--- src/common/rwsm_map.svh ---
// Register indices, field positions, reset values and timing figures of the reset unit.
// Assumes byte address = 4 * register index on a 32-bit APB bus.
`ifndef RWSM_MAP_SVH
`define RWSM_MAP_SVH
`define RWSM_IDX_TIMER_ADC_CLK_CFG    8'h94
`define RWSM_IDX_AUX_IRQ_FLAGS        8'h95
`define RWSM_IDX_SOFT_COMMAND         8'h97
`define RWSM_IDX_UNDERVOLT_DETECT_CTL 8'hbf
`define RWSM_IDX_SUPPLY_MONITOR_CTRL  8'he3
`define RWSM_IDX_WATCHDOG_POWER_CTRL  8'hf7
`define RWSM_IDX_AUX_STROBE_CTRL      8'hf8
`define RWSM_WDT_PSC_LSB        4
`define RWSM_UVD_FLAG_BIT       7
`define RWSM_SLEEP_POR_DIS_BIT  6
`define RWSM_POR_DIS_BIT        5
`define RWSM_UVR_DIS_BIT        4
`define RWSM_UVR_LEVEL_LSB      0
`define RWSM_WDT_MODE_LSB       6
`define RWSM_PWR_SAVE_BIT       5
`define RWSM_WDT_CLEAR_BIT      7
`define RWSM_UVD_POL_BIT        7
`define RWSM_UVD_OUT_BIT        6
`define RWSM_UVD_DIS_BIT        4
`define RWSM_UVD_LEVEL_LSB      0
`define RWSM_CFG_POR_DUTY_BIT   5
`define RWSM_CFG_PIN_RST_EN_BIT 7
`define RWSM_SW_RESET_KEY       8'h56
`define RWSM_RST_SUPPLY_CTRL    7'h40
`define RWSM_RST_CONFIG_HIGH    8'hff
`define RWSM_CLK_KHZ            100000
`define RWSM_SLOW_RC_KHZ        75
`define RWSM_WARMUP_MS          40
`define RWSM_WDT_MS_00          220
`define RWSM_WDT_MS_01          110
`define RWSM_WDT_MS_10          55
`define RWSM_WDT_MS_11          27
`define RWSM_PIN_RST_TICKS      2'h2
`endif

--- src/common/rwsm_pkg.sv ---
// Types shared by the reset unit modules.
// Assumes the operating mode is supplied encoded by the core.
package rwsm_pkg;
   typedef enum logic [2:0] {
      RWSM_MODE_FAST = 3'h0,
      RWSM_MODE_SLOW = 3'h1,
      RWSM_MODE_IDLE = 3'h2,
      RWSM_MODE_HALT = 3'h3,
      RWSM_MODE_STOP = 3'h4
   } rwsm_mode_t;
   typedef enum logic [3:0] {
      RWSM_ST_WARMUP = 4'h1,
      RWSM_ST_CFG    = 4'h2,
      RWSM_ST_HOLD   = 4'h4,
      RWSM_ST_RUN    = 4'h8
   } rwsm_seq_t;
   typedef struct packed {
      logic [1:0] wdt_psc;
      logic       uvd_flag;
      logic [6:0] supply_ctrl;
      logic [1:0] wdt_mode;
      logic       pwr_save;
      logic       wdt_clear;
      logic       uvd_pol;
      logic       uvd_dis;
      logic [3:0] uvd_level;
   } rwsm_regs_t;
   typedef struct packed {
      logic por;
      logic pin;
      logic sw;
      logic wdt;
      logic uvr;
   } rwsm_req_t;
   typedef struct packed {
      logic       por_en;
      logic       por_duty8;
      logic       uvr_en;
      logic [3:0] uvr_level;
      logic       uvd_en;
      logic [3:0] uvd_level;
   } rwsm_ctl_t;
endpackage : rwsm_pkg

--- src/rwsm_pin_sync.sv ---
// Three-flop synchroniser for one pin; the output moves only when flops two and three agree.
// Assumes the pin is asynchronous to the clock.
`timescale 1ns/100ps
module rwsm_pin_sync #(
   parameter logic P_INIT = 1'b0
) (
   // Clock and reset.
   input  wire logic i_clk,
   input  wire logic i_rst_n,
   // Pin and its filtered level.
   input  wire logic i_async,
   output logic      o_level
);
   logic [2:0] sh_q;
   logic [2:0] sh_d;
   logic       lvl_q;
   logic       lvl_d;

   always_comb begin
      sh_d  = {sh_q[1:0], i_async};
      lvl_d = (sh_q[1] == sh_q[2]) ? sh_q[2] : lvl_q;
   end

   always_ff @(posedge i_clk) begin
      if (!i_rst_n) begin
         sh_q  <= {3{P_INIT}};
         lvl_q <= P_INIT;
      end else begin
         sh_q  <= sh_d;
         lvl_q <= lvl_d;
      end
   end

   assign o_level = lvl_q;
endmodule : rwsm_pin_sync

--- src/rwsm_wdt.sv ---
// Watchdog counter advanced by slow-clock ticks, with selectable overflow period.
// Assumes i_tick is a one-cycle pulse per slow-clock rising edge.
`timescale 1ns/100ps
module rwsm_wdt #(
   parameter int P_T00 = 16500,
   parameter int P_T01 = 8250,
   parameter int P_T10 = 4125,
   parameter int P_T11 = 2025
) (
   // Clock and reset.
   input  wire logic       i_clk,
   input  wire logic       i_rst_n,
   // Control.
   input  wire logic       i_clear,
   input  wire logic       i_tick,
   input  wire logic       i_run,
   input  wire logic [1:0] i_psc,
   // One-cycle overflow pulse.
   output logic            o_overflow
);
   localparam logic [14:0] LIM00 = 15'(P_T00 - 1);
   localparam logic [14:0] LIM01 = 15'(P_T01 - 1);
   localparam logic [14:0] LIM10 = 15'(P_T10 - 1);
   localparam logic [14:0] LIM11 = 15'(P_T11 - 1);

   logic [14:0] cnt_q;
   logic [14:0] cnt_d;
   logic [14:0] lim;
   logic        ovf_q;
   logic        ovf_d;

   always_comb begin
      case (i_psc)
         2'h0:    lim = LIM00;
         2'h1:    lim = LIM01;
         2'h2:    lim = LIM10;
         default: lim = LIM11;
      endcase
      cnt_d = cnt_q;
      ovf_d = 1'b0;
      if (i_clear) begin
         cnt_d = 15'h0;
      end else if (i_tick && i_run) begin
         if (cnt_q >= lim) begin
            cnt_d = 15'h0;
            ovf_d = 1'b1;
         end else begin
            cnt_d = cnt_q + 15'h1;
         end
      end
   end

   always_ff @(posedge i_clk) begin
      if (!i_rst_n) begin
         cnt_q <= 15'h0;
         ovf_q <= 1'b0;
      end else begin
         cnt_q <= cnt_d;
         ovf_q <= ovf_d;
      end
   end

   assign o_overflow = ovf_q;
endmodule : rwsm_wdt

--- src/rwsm_top.sv ---
// Reset unit: merges five reset sources, holds watchdog and supply-monitor controls.
// Assumes an APB master, pins from outside the clock domain and the core's operating mode.
`timescale 1ns/100ps
`include "rwsm_map.svh"

// Functional notes
// - Every reset source returns registers to defaults.
// - Power-on: 40 ms warm-up, then load config.
// - Outside sleep, power-on disable bit gates POR.
// - In halt or stop, second bit gates POR; duty option.
// - Pin reset active low, two slow cycles.
// - Config word enables the pin reset.
// - Writing 56h to 97h resets; others don't.
// - Watchdog mode: off, awake-only, always.
// - Watchdog counts slow clock; sleep per mode.
// - Prescale picks 220, 110, 55, 27 ms.
// - Any reset or clear bit zeroes watchdog.
// - Watchdog clear bit self-clears next cycle.
// - Sixteen reset levels; bit four disables.
// - Power saving drops undervolt reset in sleep.
// - Detector has its own sixteen-level select.
// - Hardware sets detect flag; 7Fh clears it.
// - Flag write zero clears, one keeps.
// - Polarity bit picks detector level for flag.
// - Slow clock nominally 75 kHz.
module rwsm_top #(
   parameter int P_WARMUP_CYCLES = `RWSM_WARMUP_MS * `RWSM_CLK_KHZ,
   parameter int P_WDT_TICKS_00  = `RWSM_WDT_MS_00 * `RWSM_SLOW_RC_KHZ,
   parameter int P_WDT_TICKS_01  = `RWSM_WDT_MS_01 * `RWSM_SLOW_RC_KHZ,
   parameter int P_WDT_TICKS_10  = `RWSM_WDT_MS_10 * `RWSM_SLOW_RC_KHZ,
   parameter int P_WDT_TICKS_11  = `RWSM_WDT_MS_11 * `RWSM_SLOW_RC_KHZ
) (
   // Clock and reset.
   input  wire logic                I_REF_CLK,
   input  wire logic                I_RST_N,
   // APB slave.
   input  wire logic                I_PSEL,
   input  wire logic                I_PENABLE,
   input  wire logic                I_PWRITE,
   input  wire logic [11:0]         I_PADDR,
   input  wire logic [31:0]         I_PWDATA,
   input  wire logic [3:0]          I_PSTRB,
   output logic      [31:0]         O_PRDATA,
   output logic                     O_PREADY,
   output logic                     O_PSLVERR,
   // Pins and analog comparators.
   input  wire logic                I_SLOW_RC_CLOCK,
   input  wire logic                I_EXTERNAL_PIN_RESET_N,
   input  wire logic                I_POR_DETECT,
   input  wire logic                I_UNDERVOLT_RESET_CMP,
   input  wire logic                I_UNDERVOLT_DETECT_OUTPUT,
   // Core state and configuration memory.
   input  wire rwsm_pkg::rwsm_mode_t I_OP_MODE,
   input  wire logic [7:0]          I_CONFIG_WORD_HIGH,
   output logic                     O_CONFIG_WORD_LOAD,
   // Reset and analog controls.
   output logic                     O_SYS_RST_N,
   output logic                     O_POR_ENABLE,
   output logic                     O_POR_DUTY_EIGHTH,
   output logic                     O_UNDERVOLT_RESET_EN,
   output logic      [3:0]          O_UNDERVOLT_RESET_LEVEL,
   output logic                     O_UNDERVOLT_DETECT_EN,
   output logic      [3:0]          O_UNDERVOLT_DETECT_LEVEL,
   output logic                     O_UNDERVOLT_DETECT_FLAG
);
   localparam logic [21:0] WARM_LAST = 22'(P_WARMUP_CYCLES - 1);
   localparam logic [4:0]  SYNC_INIT = 5'h02;

   function automatic logic rwsm_hit(input logic [11:0] addr);
      logic [7:0] idx;
      idx = addr[9:2];
      rwsm_hit = 1'b0;
      if (addr[1:0] == 2'h0 && addr[11:10] == 2'h0) begin
         case (idx)
            `RWSM_IDX_TIMER_ADC_CLK_CFG,
            `RWSM_IDX_AUX_IRQ_FLAGS,
            `RWSM_IDX_SOFT_COMMAND,
            `RWSM_IDX_UNDERVOLT_DETECT_CTL,
            `RWSM_IDX_SUPPLY_MONITOR_CTRL,
            `RWSM_IDX_WATCHDOG_POWER_CTRL,
            `RWSM_IDX_AUX_STROBE_CTRL: rwsm_hit = 1'b1;
            default:                   rwsm_hit = 1'b0;
         endcase
      end
   endfunction : rwsm_hit

   // Synchronised pins.
   logic [4:0] async_in;
   logic [4:0] sync_lvl;
   logic       rc_lvl;
   logic       pin_n;
   logic       por_det;
   logic       uvr_cmp;
   logic       uvd_out;

   assign async_in = {I_UNDERVOLT_DETECT_OUTPUT, I_UNDERVOLT_RESET_CMP, I_POR_DETECT,
                      I_EXTERNAL_PIN_RESET_N, I_SLOW_RC_CLOCK};

   genvar g;
   generate
      for (g = 0; g < 5; g++) begin : g_sync
         rwsm_pin_sync #(.P_INIT(SYNC_INIT[g])) u_sync (
            .i_clk   (I_REF_CLK),
            .i_rst_n (I_RST_N),
            .i_async (async_in[g]),
            .o_level (sync_lvl[g])
         );
      end
   endgenerate

   assign rc_lvl  = sync_lvl[0];
   assign pin_n   = sync_lvl[1];
   assign por_det = sync_lvl[2];
   assign uvr_cmp = sync_lvl[3];
   assign uvd_out = sync_lvl[4];

   // State.
   rwsm_pkg::rwsm_seq_t  seq_q;
   rwsm_pkg::rwsm_seq_t  seq_d;
   rwsm_pkg::rwsm_regs_t regs_q;
   rwsm_pkg::rwsm_regs_t regs_d;
   rwsm_pkg::rwsm_ctl_t  ctl_q;
   rwsm_pkg::rwsm_ctl_t  ctl_d;
   rwsm_pkg::rwsm_req_t  req;
   logic [21:0] warm_q;
   logic [21:0] warm_d;
   logic        sys_rst_q;
   logic        sys_rst_d;
   logic [7:0]  cfg_q;
   logic [7:0]  cfg_d;
   logic        rc_prev_q;
   logic        slow_tick;
   logic [1:0]  pin_cnt_q;
   logic [1:0]  pin_cnt_d;
   logic [31:0] prdata_q;
   logic [31:0] prdata_d;
   logic        slverr_q;
   logic        slverr_d;
   logic        reg_rst;
   logic        sleep;
   logic        power_down_state;
   logic        awake;
   logic        wr_en;
   logic [7:0]  idx;
   logic [7:0]  wbyte;
   logic [7:0]  rd8;
   logic        wdt_ovf;
   logic        wdt_run;
   logic        uvd_cond;

   assign slow_tick = rc_lvl & ~rc_prev_q;
   // A system reset clears the register file just as the reset pin does.
   assign reg_rst = ~I_RST_N | sys_rst_q;
   assign power_down_state   = (I_OP_MODE == rwsm_pkg::RWSM_MODE_HALT) ||
                    (I_OP_MODE == rwsm_pkg::RWSM_MODE_STOP);
   assign sleep   = power_down_state || (I_OP_MODE == rwsm_pkg::RWSM_MODE_IDLE);
   assign awake   = ~sleep;
   assign idx     = I_PADDR[9:2];
   assign wbyte   = I_PWDATA[7:0];
   assign wr_en   = I_PSEL & I_PENABLE & I_PWRITE & I_PSTRB[0] & rwsm_hit(I_PADDR);

   // Watchdog.
   assign wdt_run = awake | (regs_q.wdt_mode == 2'h3);

   rwsm_wdt #(
      .P_T00 (P_WDT_TICKS_00),
      .P_T01 (P_WDT_TICKS_01),
      .P_T10 (P_WDT_TICKS_10),
      .P_T11 (P_WDT_TICKS_11)
   ) u_wdt (
      .i_clk      (I_REF_CLK),
      .i_rst_n    (I_RST_N),
      .i_clear    (reg_rst | regs_q.wdt_clear),
      .i_tick     (slow_tick),
      .i_run      (wdt_run),
      .i_psc      (regs_q.wdt_psc),
      .o_overflow (wdt_ovf)
   );

   // Reset requests.
   always_comb begin
      req.por = por_det & ctl_q.por_en;
      req.pin = cfg_q[`RWSM_CFG_PIN_RST_EN_BIT] & ~pin_n &
                (pin_cnt_q == `RWSM_PIN_RST_TICKS);
      req.sw  = wr_en & (idx == `RWSM_IDX_SOFT_COMMAND) &
                (wbyte == `RWSM_SW_RESET_KEY);
      req.wdt = wdt_ovf & regs_q.wdt_mode[1] &
                (regs_q.wdt_mode[0] | awake);
      req.uvr = uvr_cmp & ctl_q.uvr_en;
   end

   // Pin filter counts slow edges while the pin stays low.
   always_comb begin
      pin_cnt_d = pin_cnt_q;
      if (pin_n) begin
         pin_cnt_d = 2'h0;
      end else if (slow_tick && pin_cnt_q != `RWSM_PIN_RST_TICKS) begin
         pin_cnt_d = pin_cnt_q + 2'h1;
      end
   end

   // Reset sequencer.
   always_comb begin
      seq_d     = seq_q;
      warm_d    = warm_q;
      sys_rst_d = sys_rst_q;
      cfg_d     = cfg_q;
      case (seq_q)
         rwsm_pkg::RWSM_ST_WARMUP: begin
            sys_rst_d = 1'b1;
            if (req.por) begin
               warm_d = 22'h0;
            end else if (warm_q == WARM_LAST) begin
               warm_d = 22'h0;
               seq_d  = rwsm_pkg::RWSM_ST_CFG;
            end else begin
               warm_d = warm_q + 22'h1;
            end
         end
         rwsm_pkg::RWSM_ST_CFG: begin
            cfg_d = I_CONFIG_WORD_HIGH;
            seq_d = rwsm_pkg::RWSM_ST_HOLD;
         end
         rwsm_pkg::RWSM_ST_HOLD: begin
            sys_rst_d = 1'b1;
            if (req.por) begin
               seq_d = rwsm_pkg::RWSM_ST_WARMUP;
            end else if (req == '0 && slow_tick) begin
               seq_d     = rwsm_pkg::RWSM_ST_RUN;
               sys_rst_d = 1'b0;
            end
         end
         rwsm_pkg::RWSM_ST_RUN: begin
            sys_rst_d = 1'b0;
            if (req.por) begin
               seq_d     = rwsm_pkg::RWSM_ST_WARMUP;
               warm_d    = 22'h0;
               sys_rst_d = 1'b1;
            end else if (req != '0) begin
               seq_d     = rwsm_pkg::RWSM_ST_HOLD;
               sys_rst_d = 1'b1;
            end
         end
         default: begin
            seq_d     = rwsm_pkg::RWSM_ST_WARMUP;
            warm_d    = 22'h0;
            sys_rst_d = 1'b1;
         end
      endcase
   end

   always_ff @(posedge I_REF_CLK) begin
      if (!I_RST_N) begin
         seq_q     <= rwsm_pkg::RWSM_ST_WARMUP;
         warm_q    <= 22'h0;
         sys_rst_q <= 1'b1;
         cfg_q     <= `RWSM_RST_CONFIG_HIGH;
         rc_prev_q <= 1'b0;
         pin_cnt_q <= 2'h0;
      end else begin
         seq_q     <= seq_d;
         warm_q    <= warm_d;
         sys_rst_q <= sys_rst_d;
         cfg_q     <= cfg_d;
         rc_prev_q <= rc_lvl;
         pin_cnt_q <= pin_cnt_d;
      end
   end

   // Register file and bus answer.
   assign uvd_cond = ctl_q.uvd_en &
                     (regs_q.uvd_pol ? ~uvd_out : uvd_out);

   always_comb begin
      regs_d           = regs_q;
      regs_d.wdt_clear = 1'b0;
      if (wr_en) begin
         case (idx)
            `RWSM_IDX_TIMER_ADC_CLK_CFG: begin
               regs_d.wdt_psc = wbyte[`RWSM_WDT_PSC_LSB +: 2];
            end
            `RWSM_IDX_AUX_IRQ_FLAGS: begin
               if (!wbyte[`RWSM_UVD_FLAG_BIT]) begin
                  regs_d.uvd_flag = 1'b0;
               end
            end
            `RWSM_IDX_UNDERVOLT_DETECT_CTL: begin
               regs_d.uvd_pol   = wbyte[`RWSM_UVD_POL_BIT];
               regs_d.uvd_dis   = wbyte[`RWSM_UVD_DIS_BIT];
               regs_d.uvd_level = wbyte[`RWSM_UVD_LEVEL_LSB +: 4];
            end
            `RWSM_IDX_SUPPLY_MONITOR_CTRL: begin
               regs_d.supply_ctrl = wbyte[6:0];
            end
            `RWSM_IDX_WATCHDOG_POWER_CTRL: begin
               regs_d.wdt_mode = wbyte[`RWSM_WDT_MODE_LSB +: 2];
               regs_d.pwr_save = wbyte[`RWSM_PWR_SAVE_BIT];
            end
            `RWSM_IDX_AUX_STROBE_CTRL: begin
               regs_d.wdt_clear = wbyte[`RWSM_WDT_CLEAR_BIT];
            end
            default: begin
               regs_d = regs_q;
            end
         endcase
      end
      // The hardware set follows the clear, so an event in the clearing cycle survives.
      if (uvd_cond) begin
         regs_d.uvd_flag = 1'b1;
      end
   end

   always_comb begin
      rd8 = 8'h00;
      case (idx)
         `RWSM_IDX_TIMER_ADC_CLK_CFG: rd8[`RWSM_WDT_PSC_LSB +: 2] = regs_q.wdt_psc;
         `RWSM_IDX_AUX_IRQ_FLAGS:     rd8[`RWSM_UVD_FLAG_BIT] = regs_q.uvd_flag;
         `RWSM_IDX_UNDERVOLT_DETECT_CTL: begin
            rd8[`RWSM_UVD_POL_BIT]         = regs_q.uvd_pol;
            rd8[`RWSM_UVD_OUT_BIT]         = uvd_out;
            rd8[`RWSM_UVD_DIS_BIT]         = regs_q.uvd_dis;
            rd8[`RWSM_UVD_LEVEL_LSB +: 4] = regs_q.uvd_level;
         end
         `RWSM_IDX_SUPPLY_MONITOR_CTRL: rd8[6:0] = regs_q.supply_ctrl;
         `RWSM_IDX_WATCHDOG_POWER_CTRL: begin
            rd8[`RWSM_WDT_MODE_LSB +: 2] = regs_q.wdt_mode;
            rd8[`RWSM_PWR_SAVE_BIT]      = regs_q.pwr_save;
         end
         `RWSM_IDX_AUX_STROBE_CTRL: rd8[`RWSM_WDT_CLEAR_BIT] = regs_q.wdt_clear;
         default: rd8 = 8'h00;
      endcase
      prdata_d = prdata_q;
      slverr_d = slverr_q;
      // Read data is sampled in the setup phase so that the access phase never waits.
      if (I_PSEL && !I_PENABLE) begin
         prdata_d = {24'h000000, rwsm_hit(I_PADDR) ? rd8 : 8'h00};
         slverr_d = ~rwsm_hit(I_PADDR);
      end
   end

   // Analog controls, registered so the pins never glitch on mode changes.
   always_comb begin
      ctl_d           = ctl_q;
      ctl_d.por_en    = ~regs_q.supply_ctrl[`RWSM_POR_DIS_BIT] &
                        ~(power_down_state & regs_q.supply_ctrl[`RWSM_SLEEP_POR_DIS_BIT]);
      ctl_d.por_duty8 = power_down_state & ctl_d.por_en & cfg_q[`RWSM_CFG_POR_DUTY_BIT];
      ctl_d.uvr_en    = ~regs_q.supply_ctrl[`RWSM_UVR_DIS_BIT] &
                        ~(sleep & regs_q.pwr_save);
      ctl_d.uvr_level = regs_q.supply_ctrl[`RWSM_UVR_LEVEL_LSB +: 4];
      ctl_d.uvd_en    = ~regs_q.uvd_dis & awake;
      ctl_d.uvd_level = regs_q.uvd_level;
   end

   always_ff @(posedge I_REF_CLK) begin
      if (reg_rst) begin
         regs_q             <= '0;
         regs_q.supply_ctrl <= `RWSM_RST_SUPPLY_CTRL;
         ctl_q              <= '0;
         ctl_q.por_en       <= 1'b1;
         ctl_q.uvr_en       <= 1'b1;
      end else begin
         regs_q <= regs_d;
         ctl_q  <= ctl_d;
      end
   end

   always_ff @(posedge I_REF_CLK) begin
      if (!I_RST_N) begin
         prdata_q <= 32'h00000000;
         slverr_q <= 1'b0;
      end else begin
         prdata_q <= prdata_d;
         slverr_q <= slverr_d;
      end
   end

   // Outputs.
   assign O_PRDATA                 = prdata_q;
   assign O_PREADY                 = I_PSEL & I_PENABLE;
   assign O_PSLVERR                = I_PSEL & I_PENABLE & slverr_q;
   assign O_CONFIG_WORD_LOAD       = (seq_q == rwsm_pkg::RWSM_ST_CFG);
   assign O_SYS_RST_N              = ~sys_rst_q;
   assign O_POR_ENABLE             = ctl_q.por_en;
   assign O_POR_DUTY_EIGHTH        = ctl_q.por_duty8;
   assign O_UNDERVOLT_RESET_EN     = ctl_q.uvr_en;
   assign O_UNDERVOLT_RESET_LEVEL  = ctl_q.uvr_level;
   assign O_UNDERVOLT_DETECT_EN    = ctl_q.uvd_en;
   assign O_UNDERVOLT_DETECT_LEVEL = ctl_q.uvd_level;
   assign O_UNDERVOLT_DETECT_FLAG  = regs_q.uvd_flag;
endmodule : rwsm_top

--- config.mk ---
export PLATFORM = sky130hd
export DESIGN_NAME = rwsm_top
export DESIGN_NICKNAME = d
export VERILOG_FILES = /design/src/common/rwsm_pkg.sv /design/src/rwsm_pin_sync.sv /design/src/rwsm_wdt.sv /design/src/rwsm_top.sv
export VERILOG_INCLUDE_DIRS = /design/src /design/src/common
export SDC_FILE = /design/constraint.sdc
export NUM_CORES = 1
export LEC_CHECK = 0
export BUFFER_PORTS_ARGS = -buffer_cell sky130_fd_sc_hd__buf_2
export CAP_MARGIN = 10
export CORE_UTILIZATION = 55
export CTS_CLUSTER_DIAMETER = 80
export DETAILED_ROUTE_END_ITERATION = 8
export GPL_ROUTABILITY_DRIVEN = 0
export PLACE_DENSITY_LB_ADDON = 0.12
export REMOVE_ABC_BUFFERS = 1
export SLEW_MARGIN = 25
export SYNTH_ARGS = -nofsm -noshare
export SYNTH_HDL_FRONTEND = slang
export SYNTH_SLANG_ARGS = --single-unit
--- constraint.sdc ---
create_clock -name I_REF_CLK -period 6.2 [get_ports I_REF_CLK]
set_input_delay 0.31 -clock I_REF_CLK [delete_from_list [all_inputs] [get_ports I_REF_CLK]]
set_output_delay 0.31 -clock I_REF_CLK [all_outputs]
set_load 0.005 [all_outputs]
==> results.ini, run 1 <==
[routing]
detailedRoute.firstPassIterationCount = 4
drtIter0Drc = 174
detail_route.vias_per_cell = 5.58
drt-wirelength-per-cell_um = 14.2
dr_total_vias = 4333
wire_length_reported_by_the_detailed_router_mm = 11.0
drt_drc_violations_left = 0
antenna_left = 0

[clock_network]
cts-buffers-inserted = 9
clockBufferDepth = 2
cts_num_sinks = 109
path_clk_slew_ns = 0.11
ctsResizeCount = 0
cts_tree = built
insertion_delay_of_the_later_clocked_pin_in_the_worst_skew_pair_ns = 0.38
cts_max_level = 3
postCtsSetupRepairBufs = 0
cts_root_buf = clkbuf_8
cts_hold_repair.buffers = 0

[final_layout]
ratio_of_cells_with_drive_above_1_in_the_final_layout = 0.136
design.final.nets = 734
multi_input_area_mm2 = 0.00289
stdcell_area_mm2 = 0.00579
diodes = 0
synthToLayoutAreaGrowth_pct = 8.99
post_route_insts_no_fill = 777
num-fill-cells = 809
register_area_mm2 = 0.00218

[timing]
skew_ns = 0.00721
setup_tns_ns = 0
max_slew.worst_pin.slew_ns = 0.930
hold_slack_ns = 0.103
final-setup-viol-count = 0
final_hold_viol_count = 0
maxSlewHeadroom = 0.379
min_period_ns = 2.50
timing_max_transition_violations_final = 0
max_freq_mhz = 399
timing.final.ws_setup_ns = 3.70
grt_setup_unrepaired = false
timing.final.crit_share = 0.404

[run_status]
outcome = finished clean

[worst_setup_path]
largest_stage_delay_on_the_critical_path_ns = 0.47
path_cells = inv_1, ha_1, nor2_1, nor2_1, ha_1, nand2b_1, a31oi_1, o21ai_0, a211o_1, a221oi_1
cp-start-kind = register
launching_element_of_the_worst_setup_path = regs_q[19]$_SDFFE_PP0P_
critical_path.n_buffers_inverters = 1
critPathKind = register to register
crit_family = compound AO/OA/AOI/OAI gates
cp_slowest_cell = a211o_1
critical_path.endpoint_type = register
cp_data_required_time_ns = 6.49
timing.critical_path.fanout_max = 16
regToRegStartpoint = regs_q[19]$_SDFFE_PP0P_
data_arrival_time_of_the_critical_path_ns = 2.80

[die]
pin_count = 118
initial_utilization = 0.573
floorplan_die_height_um = 100
die_width_um = 100
fp-row-count = 35
floorplan.core_area_mm2 = 0.00928
dieArea_mm2 = 0.0101

[synthesis]
synth_mux_area_frac = 0.0169
synth_most_common_cell = dfxtp_1
synth_common_cells = dfxtp_1, nand2_1, nor2_1
post_synth_inst_count = 596
synth_top_cell_by_area = dfxtp_1
synth.distinct_cells = 59
yosysSeqAreaShare = 0.410
synth_flop_cell = dfxtp_1
yosys.area_share.simple = 0.271
ys_top_cells_by_area = dfxtp_1, ha_1, nand2_1
synth-compound-area-share = 0.125
synthArstFlopShare = 0
ys_seq_elements = 109
synthXorXnorAreaFrac = 0.0626
syn-cell-area_mm2 = 0.00532
syn-mean-instance-area_um2 = 8.92
synthAdderAreaFrac = 0.0518
synth.yosys.warnings = 0
netlist.area_leader.share = 0.410
synth_enable_flop_cells = 0
largest_family_of_logic_cells_by_synthesized_area = simple AND/OR/NAND/NOR gates

[global_routing]
first_global_vias = 3900
grt_first_pass_wirelength_mm = 18.5
global_route.usage.total = 0.230
gr-total-overflow = 0
antenna_found_initial = 0
grt_max_degree = 36

[placement]
placement_stage_cell_area_mm2 = 0.00559
dpl.hpwl_mm = 7.84
preCtsSetupSlack_ns = 3.56
io_buffer_count = 60
placed_cells = 761

[min_path]
worst_hold_startpoint = I_EXTERNAL_PIN_RESET_N
min_path_type = input pin to register

[job]
max_cap_viol_count = 0

[power_and_ir_drop]
powerDensity_mw_per_mm2 = 207
max-vdd-ir-drop_uv = 175
p_leak_nw = 2.20

[worst paths after layout]
kind | endpoint | slack (ns) | cells past startpoint
setup / recovery | u_wdt.cnt_q[1]$_SDFFE_PP0P_ | 3.70 | 10
hold / removal | g_sync[1].u_sync.sh_q[0]$_SDFF_PN1_ | 0.10 | 2
setup reg to reg | u_wdt.cnt_q[1]$_SDFFE_PP0P_ | 3.70 | 10
hold reg to reg | g_sync[1].u_sync.sh_q[1]$_SDFF_PN1_ | 0.42 | 1
[layer usage]
metal | GRT usage | vias up | wire length [um]
met5 | 0 | - | 0
met4 | 0.0702 | 0 | 146
met3 | 0.0564 | 13 | 617
met2 | 0.384 | 130 | 5330
met1 | 0.294 | 2035 | 4930
li1 | - | 2155 | -
[kinds of logic after synthesis]
group	count (synthesis)
AND/OR/NAND/NOR	260
flip-flops	109
AO/OA/AOI/OAI	98
buffers and inverters	59
XOR/XNOR	38
adder cells (fa/ha/maj)	22
multiplexers	9
other	1
[sequential cells by signal (all words and copies together) (netlist names), 2 cells and up]
signal / flops
O_PRDATA: 8
O_UNDERVOLT_DETECT_LEVEL: 4
O_UNDERVOLT_RESET_LEVEL: 4
cfg_q: 2
ctl_d: 8
g_sync.u_sync.o_level: 5
g_sync.u_sync.sh_q: 15
pin_cnt_q: 2
regs_q: 11
seq_q: 4
u_wdt.cnt_q: 15
warm_q: 22
[power by group]
part	switching, W	internal (W)
clock network	0.000253	0.000192
registers	0.00000330	0.000706
logic	0.0000281	0.0000182
[stage by stage]
step,power [W],util
after floorplan,0.000746,-
after global placement,0.000770,0.602
after detailed placement,0.000771,0.602
after CTS,0.00121,0.624
after global routing,0.00124,0.624
final,0.00120,0.624
[cells in the final DEF (no fill, tap or decap), drive strengths merged, types with 3 or more instances in the layout]
master and count:
and3 6, inv 13, o21ai 19, mux2i 9
nor2 45, nand2 58, nor2b 9, nor3 16
conb 24, ha 22, a21oi 22, nor4 7
dfxtp 109, clkbuf 9, xnor2 22, and4 6
buf 62, nand2b 10, a222oi 5, nor4bb 3
nand3 31, a21boi 4, nor3b 4, a31oi 3
xor2 16, nand4b 4, nand4 16, o21a 3
a211oi 17, a22oi 6, a21o 4, nor4b 7
and2 27
[layout make-up]
type / instances / share of cell area
inverters: 10 / 0.00648
clock inverters: 7 / 0.0138
clock buffers: 9 / 0.0214
multi-input cells: 451 / 0.499
well taps: 129 / 0.0279
flip-flops and latches: 109 / 0.377
repair buffers: 62 / 0.0544
Power figures use the tool's default switching activity.
==> run 2: changes to the inputs <==
- CORE_UTILIZATION: 55 -> 49
- clock period: 6.2 -> 2.1 ns (I/O delays scaled with it)
==> run 2 against run 1 <==
Effect of this change:
- the run now ends with setup timing left
- routed wire length increased by 7.1%
- sequential share of layout area decreased by 3.0 points
- critical path depth unchanged
- worst setup slack got worse by 3.8 ns
- sequential cell count unchanged
- register-to-register slack got worse by 3.8 ns
- via count increased by 2.5%
- clock power increased to 2.8 times the previous value
- critical path type unchanged
- largest cell class unchanged
- largest power group unchanged
==> results.ini, run 2 (synthesis results as in run 1) <==
[timing]
final_hold_viol_count = 0  ; unchanged
timing.final.ws_setup_ns = -0.124  ; -3.82 ns
max_freq_mhz = 450  ; +13%
skew_ns = 0.00884  ; +0.00163 ns
maxSlewHeadroom = 0.375  ; -0.00415
hold_slack_ns = 0.0626  ; -0.0406 ns
timing.final.crit_share = 1.06  ; +0.655
timing_max_transition_violations_final = 0  ; unchanged
max_slew.worst_pin.slew_ns = 0.938  ; +0.00814 ns
min_period_ns = 2.22  ; -0.280 ns
grt_setup_unrepaired = true
final-setup-viol-count = 16  ; +16

[run_status]
outcome = finished with violations
violations = setup timing

[final_layout]
regMostFlops = warm_q
layout.cells.most_common_list = dfxtp_1, buf_2, nand2_1
largest_reg_flops = 22  ; unchanged
diodes = 0  ; unchanged
post_route_insts_no_fill = 823  ; +5.9%
final_core_util = 0.606  ; -0.0176
largest_registers = warm_q (22), g_sync.u_sync.sh_q (15), u_wdt.cnt_q (15)
ratio_of_cells_with_drive_above_1_in_the_final_layout = 0.202  ; +0.0665
synthToLayoutAreaGrowth_pct = 18.8
layout_commonest_cell = dfxtp_1
design.final.nets = 773  ; +5.3%

[placement]
placed_cells = 788  ; +3.5%
io_buffer_count = 60  ; unchanged
dpl.hpwl_mm = 8.23  ; +5.0%
preCtsSetupSlack_ns = -0.229  ; -3.79 ns

[global_routing]
grt_first_pass_wirelength_mm = 19.3  ; +3.9%
grt_busiest_layer = met2
grt_max_degree = 26  ; -28%
gr-total-overflow = 0  ; unchanged
grt_util_met1 = 0.270  ; -0.0233
antenna_found_initial = 0  ; unchanged
global_route.usage.total = 0.214  ; -0.0155
globalRouteMet3Util = 0.0552  ; -0.00123
first_global_vias = 4137  ; +6.1%
grt_util_met2 = 0.358  ; -0.0255

[worst_setup_path]
critPathKind = register to register
cp-start-kind = register
data_arrival_time_of_the_critical_path_ns = 2.51  ; -0.29 ns
critical_path.endpoint_type = register
r2r_cells = 10  ; unchanged
cp_data_required_time_ns = 2.39  ; -4.10 ns
timing.critical_path.fanout_max = 6  ; -10

[min_path]
holdPathStages = 3  ; +1
min_path_type = input pin to register

[routing]
wire_length_reported_by_the_detailed_router_mm = 11.8  ; +7.1%
detailedRoute.firstPassIterationCount = 4  ; unchanged
dr_total_vias = 4440  ; +2.5%
detail_route.vias_per_cell = 5.39  ; -3.3%
drt-wirelength-per-cell_um = 14.3  ; +1.1%
antenna_left = 0  ; unchanged
drtIter0Drc = 224  ; +29%
drt_drc_violations_left = 0  ; unchanged

[power_and_ir_drop]
max-vdd-ir-drop_uv = 525  ; +200%
p_leak_nw = 2.40  ; +9.1%
powerDensity_mw_per_mm2 = 554  ; +170%
p_total_w = 0.00350  ; +190%

[clock_network]
cts_tree = built
cts_num_sinks = 109  ; unchanged
path_clk_slew_ns = 0.11  ; about the same
cts_max_level = 3  ; unchanged
insertion_delay_of_the_later_clocked_pin_in_the_worst_skew_pair_ns = 0.38  ; about the same
cts_root_buf = clkbuf_8
cts-buffers-inserted = 9  ; unchanged
clockBufferDepth = 2  ; unchanged

[die]
pin_count = 118  ; unchanged
initial_utilization = 0.510  ; -0.0623
fp-row-count = 37  ; +5.7%
die_width_um = 106  ; +5.8%
floorplan.core_area_mm2 = 0.0104  ; +12%
dieArea_mm2 = 0.0113  ; +12%
floorplan_die_height_um = 106  ; +5.8%

[job]
max_cap_viol_count = 0  ; unchanged

==> run 2: changes by cell type in the layout (fill, tap and decap cells not counted), sizes merged <==
cell and delta:
dlygate4sd3 +18, buf +21, clkinvlp +1, bufinv -1
==> run 2: layout make-up <==
class / count / area (um2)
clock inverter: 7 / 66.3
inverter: 10 / 42.5
clock buffer: 9 / 124
fill: 938 / 4100
sequential: 109 / 2190
tap: 136 / 170
multi-input combinational: 451 / 3060
timing repair buffer: 101 / 664
==> run 2: stage by stage <==
step | cell area [um2] | TNS (ns)
final | 6320 | -0.890
after global routing | 6320 | -2.76
after global placement | 5750 | -1.06
after CTS | 6210 | -1.51
after floorplan | 5110 | -0.547
after detailed placement | 5750 | -2.41
==> run 2: final timing paths <==
kind | start | to | slack (ns)
hold / removal | I_PENABLE | slverr_q$_SDFFE_PN0P_ | 0.06
hold reg to reg | g_sync[1].u_sync.sh_q[0]$_SDFF_PN1_ | g_sync[1].u_sync.sh_q[1]$_SDFF_PN1_ | 0.43
setup / recovery | regs_q[18]$_SDFFE_PP0P_ | u_wdt.cnt_q[9]$_SDFFE_PP0P_ | -0.12
setup reg to reg | regs_q[18]$_SDFFE_PP0P_ | u_wdt.cnt_q[9]$_SDFFE_PP0P_ | -0.12
==> run 2: routing by layer <==
layer  vias to the layer above  wire length (um)
met5                         -                 0
met4                         0               172
met3                        16               433
met2                       102              5680
met1                      2076              5520
li1                       2246                 -
==> run 2: power breakdown <==
group | total, W | internal, W | switching [W]
Clock | 0.00124 | 0.000460 | 0.000782
Combinational | 0.000167 | 0.0000788 | 0.0000881
Sequential | 0.00209 | 0.00208 | 0.00000986
Total | 0.00350 | 0.00262 | 0.000880
==> run 2: worst max-delay path: stages (launching register included) <==
cell      delay, ns
dfxtp_4        0.41
inv_4          0.05
ha_2           0.18
inv_1          0.11
ha_4           0.22
a21o_1         0.19
a31oi_4        0.14
o21ai_1        0.09
a211o_1        0.34
buf_6          0.17
a211oi_2       0.23
==> run 2: timing repair <==
| action | 4_1_cts | 5_1_grt |
|---|---|---|
| buffers inserted | 0 | 0 |
| hold buffers | 18 | 0 |
| gates resized for setup | 24 | 18 |
| pin swaps | 16 | 10 |
| hold endpoints to repair | 25 | 0 |
| gates cloned | 1 | 0 |
| setup endpoints to repair | 16 | 37 |
==> run 3: changes to the inputs <==
- CELL_PAD_IN_SITES_DETAIL_PLACEMENT: default -> 0
- CELL_PAD_IN_SITES_GLOBAL_PLACEMENT: default -> 1
- CORE_UTILIZATION: 49 -> 37
- CTS_CLUSTER_DIAMETER: 80 -> default
==> run 3 against run 2 <==
Effect of this change:
- the flow still finishes with violations (setup timing)
- clock skew decreased by 0.0026 ns
- power increased by 11%
- core utilization decreased by 15 points
- register-to-register slack about the same
- global-route usage decreased by 3.9 points
- fmax increased by 0.55%
- sequential cell count unchanged
- critical path type unchanged
- largest cell class unchanged
==> results.ini, run 3 (synthesis results as in run 1) <==
[run_status]
outcome = finished with violations
violations = setup timing

[timing]
skew_ns = 0.00621  ; -0.00263 ns
max_freq_mhz = 452  ; +0.55%
timing.final.crit_share = 1.05  ; -0.00584
grt_setup_unrepaired = true
min_period_ns = 2.21  ; -0.0123 ns
final-setup-viol-count = 16  ; unchanged
maxSlewHeadroom = 0.419  ; +0.0443
final_hold_viol_count = 0  ; unchanged
timing.final.ws_setup_ns = -0.112  ; +0.0123 ns
timing_max_transition_violations_final = 0  ; unchanged
setup_tns_ns = -1.36  ; -0.466 ns
max_slew.worst_pin.slew_ns = 0.872  ; -0.0664 ns

[routing]
drtIter0Drc = 286  ; +28%
detailedRoute.firstPassIterationCount = 4  ; unchanged
drt_drc_violations_left = 0  ; unchanged
dr_total_vias = 4385  ; -1.2%
detail_route.vias_per_cell = 5.06  ; -6.3%
antenna_left = 0  ; unchanged
drt-wirelength-per-cell_um = 14.4  ; +0.39%
wire_length_reported_by_the_detailed_router_mm = 12.5  ; +5.8%

[min_path]
min_path_type = input pin to register
holdPathStages = 3  ; unchanged

[clock_network]
clockBufferDepth = 2  ; unchanged
cts_max_level = 3  ; unchanged
cts-buffers-inserted = 9  ; unchanged
cts_root_buf = clkbuf_16
path_clk_slew_ns = 0.07  ; -0.04 ns
cts_tree = built
insertion_delay_of_the_later_clocked_pin_in_the_worst_skew_pair_ns = 0.36  ; -0.02 ns
cts_num_sinks = 109  ; unchanged

[die]
floorplan.core_area_mm2 = 0.0139  ; +34%
pin_count = 118  ; unchanged
initial_utilization = 0.382  ; -0.129
die_width_um = 122  ; +15%
floorplan_die_height_um = 122  ; +15%
fp-row-count = 43  ; +16%
dieArea_mm2 = 0.0149  ; +32%

[final_layout]
multi_input_area_mm2 = 0.00298  ; -2.5%
final_core_util = 0.458  ; -0.149
layout_commonest_cell = dfxtp_1
largest_registers = warm_q (22), g_sync.u_sync.sh_q (15), u_wdt.cnt_q (15)
design.final.nets = 773  ; unchanged
diodes = 0  ; unchanged
layout.cells.most_common_list = dfxtp_1, buf_2, nand2_1
ratio_of_cells_with_drive_above_1_in_the_final_layout = 0.207  ; +0.00437
synthToLayoutAreaGrowth_pct = 20.0
largest_reg_flops = 22  ; unchanged
post_route_insts_no_fill = 867  ; +5.3%
register_area_mm2 = 0.00219  ; unchanged
regMostFlops = warm_q
num-fill-cells = 1388  ; +48%

[global_routing]
gr-total-overflow = 0  ; unchanged
global_route.usage.total = 0.176  ; -0.0389
grt_max_degree = 26  ; unchanged
grt_first_pass_wirelength_mm = 20.3  ; +5.4%
antenna_found_initial = 0  ; unchanged
first_global_vias = 4047  ; -2.2%

[power_and_ir_drop]
netSwitchingPower_w = 0.000900  ; +2.3%
max-vdd-ir-drop_uv = 411  ; -22%
powerDensity_mw_per_mm2 = 611  ; +10%
p_comb_frac = 0.041  ; -0.007
clockPowerShare = 0.423  ; +0.068
power_frac_seq = 0.536  ; -0.061
p_leak_nw = 2.45  ; +2.3%
switch_share = 0.231  ; -0.0205
cell_internal_pwr_w = 0.00300  ; +14%

[worst_setup_path]
cp_data_required_time_ns = 2.36  ; -0.03 ns
critical_path.endpoint_type = register
path_cells = inv_4, ha_4, nor2_2, nor2_1, ha_1, nand2b_1, a31oi_1, o21ai_1, a211o_2, buf_6, a221oi_2
largest_stage_delay_on_the_critical_path_ns = 0.38  ; -0.03 ns
r2r_cells = 11  ; +1
data_arrival_time_of_the_critical_path_ns = 2.47  ; -0.04 ns
cp-start-kind = register
critical_path.n_buffers_inverters = 2  ; -1
cp_slowest_cell = dfxtp_4
critPathKind = register to register
path_depth = 11  ; +1
reg2reg_slack_ns = -0.11  ; about the same
timing.critical_path.fanout_max = 4  ; -2
crit_family = compound AO/OA/AOI/OAI gates

[placement]
preCtsSetupSlack_ns = -0.271  ; -0.0420 ns
placed_cells = 841  ; +6.7%
dpl.hpwl_mm = 9.11  ; +11%
io_buffer_count = 60  ; unchanged

[job]
max_cap_viol_count = 0  ; unchanged

## run 3: cell types whose count changed in the layout (fill, tap and decap cells not counted), sizes merged
cell and change:
clkinvlp -2, clkbuf +1, clkinv +1, buf +11
dlygate4sd3 -11
## run 3: area by class of cell
class / count / share of cell area
sequential: 109 / 0.343
inverter: 10 / 0.00667
clock inverter: 6 / 0.00706
tap: 180 / 0.0353
clock buffer: 10 / 0.0375
multi-input combinational: 451 / 0.468
timing repair buffer: 101 / 0.102
## run 3: final timing paths
kind,end,from
setup / recovery,u_wdt.cnt_q[1]$_SDFFE_PP0P_,regs_q[19]$_SDFFE_PP0P_
hold reg to reg,g_sync[1].u_sync.sh_q[1]$_SDFF_PN1_,g_sync[1].u_sync.sh_q[0]$_SDFF_PN1_
setup reg to reg,u_wdt.cnt_q[1]$_SDFFE_PP0P_,regs_q[19]$_SDFFE_PP0P_
hold / removal,ctl_d[0]$_SDFFE_PP0P_,I_PWDATA[0]
## run 3: timing repair
action | in CTS | in global routing
pin swaps | 3 | 8
setup buffers | 2 | 0
resized for setup | 23 | 11
cloned | 1 | 0
endpoints found under the setup margin | 16 | 17
hold endpoints to repair | 7 | 0
hold buffers | 7 | 0
## run 3: stage by stage
stage	hold WS (ns)	total power, W	area, um2
after global routing	0.0310	0.00407	6380
after floorplan	0.164	0.00220	5110
after global placement	0.287	0.00229	5880
after detailed placement	0.293	0.00229	5880
after CTS	0.00573	0.00397	6340
final	0.0222	0.00390	6380
## run 3: worst reg2reg max path, cell delays in order (launching register included)
cell	delay (ns)
dfxtp_4	0.38
inv_4	0.05
ha_4	0.15
nor2_2	0.09
nor2_1	0.04
ha_1	0.27
nand2b_1	0.14
a31oi_1	0.17
o21ai_1	0.10
a211o_2	0.37
buf_6	0.14
a221oi_2	0.23
## run 3: metal layers
| metal | GRT usage | wire length [um] | vias up |
|---|---|---|---|
| li1 | - | - | 2248 |
| met1 | 0.237 | 6080 | 2014 |
| met2 | 0.274 | 5700 | 106 |
| met3 | 0.0379 | 505 | 17 |
| met4 | 0.0625 | 208 | 0 |
| met5 | 0 | 0 | - |
## run 3: power by group through the flow
stage	combinational (W)	clock (W)	sequential, W
floorplan	0.0000631	0	0.00214
global placement	0.000145	0	0.00214
detailed placement	0.000148	0	0.00214
CTS	0.000159	0.00172	0.00209
global route	0.000178	0.00180	0.00209
finish	0.000158	0.00165	0.00209
